`config.mk`:
```
export PLATFORM = sky130hd
export DESIGN_NAME = rgs_ramp_units
export DESIGN_NICKNAME = d
export VERILOG_FILES = /design/src/rtl/rgs_ramp_units.v /design/src/rtl/rgs_step_sync.v
export VERILOG_INCLUDE_DIRS = /design/src /design/src/rtl
export SDC_FILE = /design/constraint.sdc
export NUM_CORES = 2
export LEC_CHECK = 0
export BUFFER_PORTS_ARGS = -buffer_cell sky130_fd_sc_hd__buf_2
export CORE_ASPECT_RATIO = 0.7
export CORE_MARGIN = 2
export CORE_UTILIZATION = 45
export CTS_BUF_LIST = sky130_fd_sc_hd__clkbuf_2
export CTS_CLUSTER_DIAMETER = 60
export DETAILED_ROUTE_END_ITERATION = 12
export PLACE_DENSITY = 0.64
export SYNTH_ARGS = -nofsm -noshare
export SYNTH_HDL_FRONTEND = slang
export SYNTH_HIERARCHICAL = 1
export SYNTH_SLANG_ARGS = --single-unit
```
`constraint.sdc`:
```
create_clock -name CLK_SYS -period 28.4 [get_ports CLK_SYS]
set_clock_uncertainty 0.1 [all_clocks]
set_input_delay 4.26 -clock CLK_SYS [delete_from_list [all_inputs] [get_ports CLK_SYS]]
set_output_delay 4.26 -clock CLK_SYS [all_outputs]
set_load 0.01 [all_outputs]
```
`src/rtl/rgs_consts.vh`:
```
// constants for the ramp units and step input block
// assumes a 50 MHz system clock and an apb bus with 32-bit data
`ifndef RGS_CONSTS_VH
`define RGS_CONSTS_VH

// register indices, byte address is four times the index
`define RGS_IDX_GCONF 10'h000
`define RGS_IDX_GEAR 10'h012
`define RGS_IDX_MAX_ACCEL 10'h040
`define RGS_IDX_MAX_DECEL 10'h041
`define RGS_IDX_START_ACCEL 10'h042
`define RGS_IDX_FINAL_DECEL 10'h043
`define RGS_IDX_STOP_DECEL 10'h044
`define RGS_IDX_JERK_1 10'h045
`define RGS_IDX_JERK_4 10'h048
`define RGS_IDX_PRESENT_ACCEL 10'h049
`define RGS_IDX_POSITION 10'h04a
`define RGS_IDX_RAMP_CTRL 10'h04b

// global_configuration fields
`define RGS_GC_RAW_ACCEL 1
`define RGS_GC_RAW_JERK 2
`define RGS_GC_SDIN_LO 6
`define RGS_GC_DIR_INV 8

// ramp_control fields
`define RGS_RC_RUN 0
`define RGS_RC_BRAKE 1

// reset values
`define RGS_GCONF_RST 32'h0000_0000
`define RGS_GEAR_RST 32'h0100_0000
`define RGS_PARAM_RST 24'h00_0000

// step input modes
`define RGS_SDIN_OFF 2'h0
`define RGS_SDIN_RISE 2'h1
`define RGS_SDIN_FALL 2'h2
`define RGS_SDIN_BOTH 2'h3

// clock and unit scaling, internal accel lsb is 2^-61 pulse/cycle^2
`define RGS_CLK_HZ 50000000
`define RGS_ACC_REAL_MUL 18'd236118
`define RGS_JERK_REAL_MUL 25'd20282410
`define RGS_ACC_OUT_MUL 12'd1137
`define RGS_MUL_SHIFT 10
`define RGS_OUT_SHIFT 20
`define RGS_ACC_RAW_SHIFT 24
`define RGS_JERK_RAW_SHIFT 8

// gearing accumulator, one whole step in 8.24 fixed point
`define RGS_GEAR_ONE 40'sh00_0100_0000

`endif

```
`src/rtl/rgs_ramp_units.v`:
```
// ramp unit conversion, jerk limited acceleration and step input gearing
// assumes an apb master on CLK_SYS and step pins from another controller
`timescale 1ns/1ps
module rgs_ramp_units (
  input wire CLK_SYS,
  input wire RST_N,
  input wire PSEL,
  input wire PENABLE,
  input wire PWRITE,
  input wire [11:0] PADDR,
  input wire [31:0] PWDATA,
  output wire [31:0] PRDATA,
  output wire PREADY,
  output wire PSLVERR,
  input wire STEP_IN,
  input wire DIR_IN,
  output reg INT_STEP,
  output reg INT_DIR,
  output reg INT_GEN_EN,
  output reg [31:0] PRESENT_ACCEL
);
`include "rgs_consts.vh"

  // ****************************************
  // helpers
  // ****************************************
  // slot of a ramp parameter, 4'hf when none
  function [3:0] param_slot;
    input [9:0] idx;
    reg [9:0] diff;
    begin
      diff = idx - `RGS_IDX_MAX_ACCEL;
      if (idx >= `RGS_IDX_MAX_ACCEL && idx <= `RGS_IDX_JERK_4)
        param_slot = diff[3:0];
      else
        param_slot = 4'hf;
    end
  endfunction

  // accel parameter to internal units
  function [47:0] acc_to_int;
    input [23:0] val;
    input raw;
    reg [41:0] prod;
    begin
      prod = val * `RGS_ACC_REAL_MUL;
      if (raw)
        acc_to_int = {val, 24'h00_0000};
      else
        acc_to_int = {16'h0000, prod[41:10]};
    end
  endfunction

  // jerk parameter to internal units per cycle
  function [47:0] jerk_to_int;
    input [23:0] val;
    input raw;
    reg [48:0] prod;
    begin
      prod = val * `RGS_JERK_REAL_MUL;
      if (raw)
        jerk_to_int = {16'h0000, val, 8'h00};
      else
        jerk_to_int = {39'h00_0000_0000, prod[48:40]};
    end
  endfunction

  // ****************************************
  // registers
  // ****************************************
  reg [31:0] gconf_reg;
  reg [31:0] gear_reg;
  reg [1:0] ramp_ctrl_reg;
  reg [23:0] param_reg [0:8];
  reg [31:0] position_reg;
  reg [31:0] prdata_reg;
  reg pslverr_reg;
  reg [31:0] rd_next;
  reg err_next;

  wire [9:0] idx = PADDR[11:2];
  wire [3:0] slot = param_slot(idx);
  wire wr_en = PSEL & PENABLE & PWRITE;
  wire raw_acc = gconf_reg[`RGS_GC_RAW_ACCEL];
  wire raw_jerk = gconf_reg[`RGS_GC_RAW_JERK];
  wire [1:0] sdin_mode = gconf_reg[`RGS_GC_SDIN_LO+1:`RGS_GC_SDIN_LO];
  wire dir_inv = gconf_reg[`RGS_GC_DIR_INV];

  assign PREADY = 1'b1;
  assign PRDATA = prdata_reg;
  assign PSLVERR = pslverr_reg & PSEL & PENABLE;

  // ****************************************
  // apb read mux, sampled in setup phase
  // ****************************************
  always @* begin
    rd_next = 32'h0000_0000;
    err_next = 1'b0;
    if (idx == `RGS_IDX_GCONF)
      rd_next = gconf_reg;
    else if (idx == `RGS_IDX_GEAR)
      rd_next = gear_reg;
    else if (slot != 4'hf)
      rd_next = {8'h00, param_reg[slot]};
    else if (idx == `RGS_IDX_PRESENT_ACCEL)
      rd_next = PRESENT_ACCEL;
    else if (idx == `RGS_IDX_POSITION)
      rd_next = position_reg;
    else if (idx == `RGS_IDX_RAMP_CTRL)
      rd_next = {30'h0000_0000, ramp_ctrl_reg};
    else
      err_next = 1'b1;
  end

  always @(posedge CLK_SYS) begin
    if (!RST_N) begin
      prdata_reg <= 32'h0000_0000;
      pslverr_reg <= 1'b0;
    end else if (PSEL && !PENABLE) begin
      prdata_reg <= PWRITE ? 32'h0000_0000 : rd_next;
      pslverr_reg <= err_next;
    end
  end

  // ****************************************
  // apb writes
  // ****************************************
  integer i;
  always @(posedge CLK_SYS) begin
    if (!RST_N) begin
      gconf_reg <= `RGS_GCONF_RST;
      gear_reg <= `RGS_GEAR_RST;
      ramp_ctrl_reg <= 2'h0;
      for (i = 0; i < 9; i = i + 1)
        param_reg[i] <= `RGS_PARAM_RST;
    end else if (wr_en) begin
      if (idx == `RGS_IDX_GCONF)
        gconf_reg <= PWDATA;
      else if (idx == `RGS_IDX_GEAR)
        gear_reg <= PWDATA;
      else if (slot != 4'hf)
        param_reg[slot] <= PWDATA[23:0];
      else if (idx == `RGS_IDX_RAMP_CTRL)
        ramp_ctrl_reg <= PWDATA[1:0];
    end
  end

  // ****************************************
  // jerk limited acceleration follower
  // ****************************************
  reg signed [47:0] acc_reg;
  reg signed [47:0] acc_next;
  reg signed [47:0] target;
  reg signed [47:0] step_up;
  reg signed [47:0] step_dn;
  reg signed [59:0] out_prod;
  wire signed [47:0] max_accel_i = acc_to_int(param_reg[0], raw_acc);
  wire signed [47:0] max_decel_i = acc_to_int(param_reg[1], raw_acc);
  wire signed [47:0] jup_i = jerk_to_int(param_reg[5], raw_jerk);
  wire signed [47:0] jdn_i = jerk_to_int(param_reg[7], raw_jerk);

  always @* begin
    if (ramp_ctrl_reg[`RGS_RC_BRAKE])
      target = -max_decel_i;
    else if (ramp_ctrl_reg[`RGS_RC_RUN])
      target = max_accel_i;
    else
      target = 48'sh0000_0000_0000;
    step_up = acc_reg + jup_i;
    step_dn = acc_reg - jdn_i;
    if (acc_reg < target)
      acc_next = (step_up > target) ? target : step_up;
    else if (acc_reg > target)
      acc_next = (step_dn < target) ? target : step_dn;
    else
      acc_next = acc_reg;
    out_prod = acc_reg * $signed({1'b0, `RGS_ACC_OUT_MUL});
  end

  always @(posedge CLK_SYS) begin
    if (!RST_N) begin
      acc_reg <= 48'sh0000_0000_0000;
      PRESENT_ACCEL <= 32'h0000_0000;
    end else begin
      acc_reg <= acc_next;
      PRESENT_ACCEL <= out_prod[51:20];
    end
  end

  // ****************************************
  // external step input and gearing
  // ****************************************
  wire ext_step;
  wire dir_lvl;

  rgs_step_sync u_sync (
    .clk(CLK_SYS),
    .rst_n(RST_N),
    .step_pin(STEP_IN),
    .dir_pin(DIR_IN),
    .mode(sdin_mode),
    .step_evt(ext_step),
    .dir_level(dir_lvl)
  );

  reg signed [39:0] gacc_reg;
  reg signed [39:0] gacc_sum;
  reg signed [39:0] gacc_next;
  reg gstep_next;
  reg gdir_next;
  wire dir_pos = dir_lvl ^ dir_inv;
  wire signed [39:0] gear_ext = {{8{gear_reg[31]}}, gear_reg};

  always @* begin
    gacc_sum = gacc_reg;
    if (ext_step && sdin_mode != `RGS_SDIN_OFF)
      gacc_sum = dir_pos ? gacc_reg + gear_ext
                         : gacc_reg - gear_ext;
    gstep_next = 1'b0;
    gdir_next = INT_DIR;
    gacc_next = gacc_sum;
    if (gacc_sum >= `RGS_GEAR_ONE) begin
      gstep_next = 1'b1;
      gdir_next = 1'b1;
      gacc_next = gacc_sum - `RGS_GEAR_ONE;
    end else if (gacc_sum <= -`RGS_GEAR_ONE) begin
      gstep_next = 1'b1;
      gdir_next = 1'b0;
      gacc_next = gacc_sum + `RGS_GEAR_ONE;
    end
  end

  always @(posedge CLK_SYS) begin
    if (!RST_N) begin
      gacc_reg <= 40'sh00_0000_0000;
      INT_STEP <= 1'b0;
      INT_DIR <= 1'b1;
      INT_GEN_EN <= 1'b1;
      position_reg <= 32'h0000_0000;
    end else begin
      gacc_reg <= gacc_next;
      INT_STEP <= gstep_next;
      INT_DIR <= gdir_next;
      INT_GEN_EN <= (sdin_mode == `RGS_SDIN_OFF);
      if (gstep_next)
        position_reg <= gdir_next ? position_reg + 32'h0000_0001
                                  : position_reg - 32'h0000_0001;
    end
  end

endmodule // rgs_ramp_units

```
`src/rtl/rgs_step_sync.v`:
```
// step and direction input synchroniser with step edge selection
// assumes pins are asynchronous to CLK_SYS
`timescale 1ns/1ps
module rgs_step_sync (
  input wire clk,
  input wire rst_n,
  input wire step_pin,
  input wire dir_pin,
  input wire [1:0] mode,
  output reg step_evt,
  output reg dir_level
);
`include "rgs_consts.vh"

  // ****************************************
  // three stage synchronisers
  // ****************************************
  reg [2:0] step_sh_reg;
  reg [2:0] dir_sh_reg;
  reg step_lvl_reg;
  reg step_next;

  always @(posedge clk) begin
    if (!rst_n) begin
      step_sh_reg <= 3'h0;
      dir_sh_reg <= 3'h0;
    end else begin
      step_sh_reg <= {step_sh_reg[1:0], step_pin};
      dir_sh_reg <= {dir_sh_reg[1:0], dir_pin};
    end
  end

  // ****************************************
  // level filter and edge select
  // ****************************************
  always @* begin
    step_next = 1'b0;
    if (step_sh_reg[1] == step_sh_reg[2] &&
        step_sh_reg[2] != step_lvl_reg) begin
      case (mode)
        `RGS_SDIN_RISE: step_next = step_sh_reg[2];
        `RGS_SDIN_FALL: step_next = ~step_sh_reg[2];
        `RGS_SDIN_BOTH: step_next = 1'b1;
        default: step_next = 1'b0;
      endcase
    end
  end

  always @(posedge clk) begin
    if (!rst_n) begin
      step_lvl_reg <= 1'b0;
      dir_level <= 1'b0;
      step_evt <= 1'b0;
    end else begin
      if (step_sh_reg[1] == step_sh_reg[2])
        step_lvl_reg <= step_sh_reg[2];
      if (dir_sh_reg[1] == dir_sh_reg[2])
        dir_level <= dir_sh_reg[2];
      step_evt <= step_next;
    end
  end

endmodule // rgs_step_sync

```
==> summary.md <==
| Metric | Value |
|---|---|
| Minimum clock period after layout | `16,770 ps` |
| Wire length of the first global-routing pass | `388.1 mm` |
| Final critical-path setup slack | `11,630 ps` |
| Violated checks | `capacitance limit` |
| Number of antenna violations at the first check in global routing | `16` |
| Met3 demand-to-capacity share in global routing | `0.05919` |
| Unrepaired setup endpoints after global routing | `no` |
| Max transition margin | `0.01041` |
| Netlist area before placement | `78,630 sq um` |
| First DRT Iteration DRCs | `6,699` |
| Startpoint Class | `flop` |
| Filler-free cell count of the finished design | `11,026` |
| Distinct cell type count of the synthesized netlist | `107` |
| Maximum clock frequency | `0.05962 GHz` |
| Post-cts resize count | `0` |
| Met1 layer usage reported by global route | `0.4272` |
| Path type of the worst min-delay path | `reg2reg` |
| Critical Path Most Common Cell | `fa_1` |
| Overall track demand over capacity in global routing | `0.2865` |
| Number of global-route vias before repair | `62,808` |
| CTS tree | `built` |
| Die span in y | `353.7 um` |
| Vias/cell | `5.773` |
| Worst path arrival time | `18,010 ps` |
| Maximum number of pins on one net before global-route repair | `141` |
| Met2 usage | `0.4114` |
| Clk_lat worst skew | `1450 ps` |
| Commonest non-fill, non-tap cell in the layout | `inv_1` |
| Number of clock buffers inserted by TritonCTS | `144` |
| Pins over their slew limit | `0` |
| Routability congestion estimate from global placement | `0.9747` |
| Overall routed net length | `254.2 mm` |
| Number of enable flip-flop cells after synthesis | `288` |
| Number of sinks on the clock net | `551` |
| Half-perimeter wire length after placement | `200.7 mm` |
| Average cell area after synthesis | `9.400 sq um` |
| Final global-route overflow total | `0` |
| Area Growth Syn to Fin | `6.726%` |
| # IOs | `120` |
| Final Cell Area | `83,920 sq um` |
| Setup_tns | `0 ps` |
| Sequential share of the synthesized area | `0.1769` |
| Least-Margin Pin Slew | `1479 ps` |
| Clock Path Buffers | `3` |
| Core region area | `173,800 sq um` |
| Overall via count from detail_route | `63,657` |
| Status | `complete, but fails checks` |
| Max capacitance violation total | `1` |
| Slowest-stage cell, CP | `a2111oi_0` |
| Root cell of the clock tree | `clkbuf_2` |
| DP Area | `82,500 sq um` |
| Kind of end point of the critical path | `flop` |
| Worst-case setup slack after placement | `12,090 ps` |
| Proportion of register bits with asynchronous set or reset after synthesis | `0` |
| Initial core utilization | `0.4525` |
| DR WL/cell | `23.05 um` |
| Remaining DRCs | `0` |
| Clock transition at path regs | `120 ps` |
| Number of warnings printed during yosys synthesis | `6` |
| Count of endpoints failing hold in the final timing report | `0` |
| DRT Pass-1 Iters | `8` |
| Hold buffer count at cts | `0` |
| Final setup violating endpoints | `0` |
| Commonest non-fill, non-tap cells in the layout | `inv_1 (1,464), ha_1 (1,335), fa_1 (909)` |
| Synth Register Bits | `551` |
| Main flop type after synthesis | `edfxtp_1` |
| Number of I/O port buffers | `116` |
| Critical Path RT | `29,640 ps` |
| Number of antenna-violating nets in the routed design | `0` |
| Peak per-stage delay on the critical path | `940 ps` |
| H-Tree Depth | `4` |
| Number of flip-flops in the largest register | `288` |
| Post CTS Setup Buffer Count | `0` |
| Fraction of the cycle the final worst path needs | `0.5906` |
| WS Path Type | `reg2reg` |
| Nets | `10,854` |
| Row cnt | `128` |
| Busiest layer in global routing | `met1` |
| Critical path peak fanout | `24` |
| Gate count of the mapped netlist | `8,365` |
| Die Area | `178,100 sq um` |
| Chip Width | `503.6 um` |
| Placed Instances | `10,753` |
| Fraction of final layout cells with drive strength greater than 1 | `0.06834` |
==> metrics by stage <==
| stage | hold WS, ps | util |
|---|---|---|
| 2_1_floorplan | 311.8 | - |
| 3_3_place_gp | 321.8 | 0.4748 |
| 3_5_place_dp | 326.7 | 0.4748 |
| 4_1_cts | 353.6 | 0.4828 |
| 5_1_grt | 375.7 | 0.4829 |
| 6_report | 352.6 | 0.4829 |
==> layout make-up <==
class / instances / area [sq um]
antenna: 9 / 22.52
timing repair buffer: 259 / 1669
clock inverter: 52 / 330.3
sequential: 551 / 13920
inverter: 1467 / 5512
clock buffer: 212 / 1061
tap: 2340 / 2928
fill: 16351 / 89850
multi-input combinational: 6136 / 58480
==> worst max-delay path: cells and delay by family (launching register included) <==
kind | cells | cell delay, ps
AO/OA/AOI/OAI | 21 | 6700
XOR/XNOR | 2 | 490
adder cells (fa/ha/maj) | 10 | 4110
buffers and inverters | 8 | 1700
flip-flops | 1 | 540
multiplexers | 1 | 150
AND/OR/NAND/NOR | 10 | 2870
==> routing by layer <==
layer | vias up | wire, um
li1 | 29050 | -
met1 | 31341 | 115000
met2 | 2880 | 104800
met3 | 384 | 25980
met4 | 2 | 8428
met5 | - | 10
==> Yosys cell counts, drive strengths merged (29+ instances only) <==
cell type | n | area share
o31ai | 29 | 0.0028
a2111oi | 39 | 0.0043
a22oi | 35 | 0.0033
nor2b | 42 | 0.0033
o22ai | 155 | 0.012
nand4 | 65 | 0.0052
fa | 909 | 0.23
or2 | 29 | 0.0023
nand2 | 481 | 0.023
clkbuf | 249 | 0.012
nand3 | 130 | 0.0083
nor3 | 163 | 0.010
o211ai | 59 | 0.0058
mux2i | 39 | 0.0050
nand2b | 57 | 0.0045
a31oi | 44 | 0.0039
a21o | 183 | 0.017
ha | 1335 | 0.21
dfxtp | 263 | 0.067
o21ai | 245 | 0.016
edfxtp | 288 | 0.11
xnor2 | 184 | 0.020
inv | 1465 | 0.070
and3 | 132 | 0.011
or3 | 46 | 0.0037
a211oi | 56 | 0.0053
nor2 | 379 | 0.018
and2 | 223 | 0.018
o21a | 64 | 0.0061
xor2 | 92 | 0.010
buf | 33 | 0.0021
o311ai | 30 | 0.0033
a21oi | 421 | 0.027
==> final timing paths <==
check,depth (start not counted),slack [ps],from,endpoint
max reg2reg,52,11630,param_reg[7][6]$_SDFFCE_PN0P_,acc_reg[23]$_SDFFE_PN0P_
min,1,350,u_sync/step_sh_reg[0]$_SDFF_PN0_,u_sync/step_sh_reg[1]$_SDFF_PN0_
max,52,11630,param_reg[7][6]$_SDFFCE_PN0P_,acc_reg[23]$_SDFFE_PN0P_
min reg2reg,1,350,u_sync/step_sh_reg[0]$_SDFF_PN0_,u_sync/step_sh_reg[1]$_SDFF_PN0_
==> cell families (layout without fill, tap and decap cells) <==
family,after synthesis,in the layout,share of synthesized area
AO/OA/AOI/OAI,1634,1634,0.1390
XOR/XNOR,276,276,0.03074
adder cells (fa/ha/maj),2244,2244,0.4439
buffers and inverters,1749,1990,0.08397
flip-flops,551,551,0.1769
multiplexers,47,47,0.006301
other,2,82,0.00009551
AND/OR/NAND/NOR,1862,1862,0.1191
Power is not shown: default switching activity piles up to over one toggle a cycle in this logic, so the estimate is an artifact.
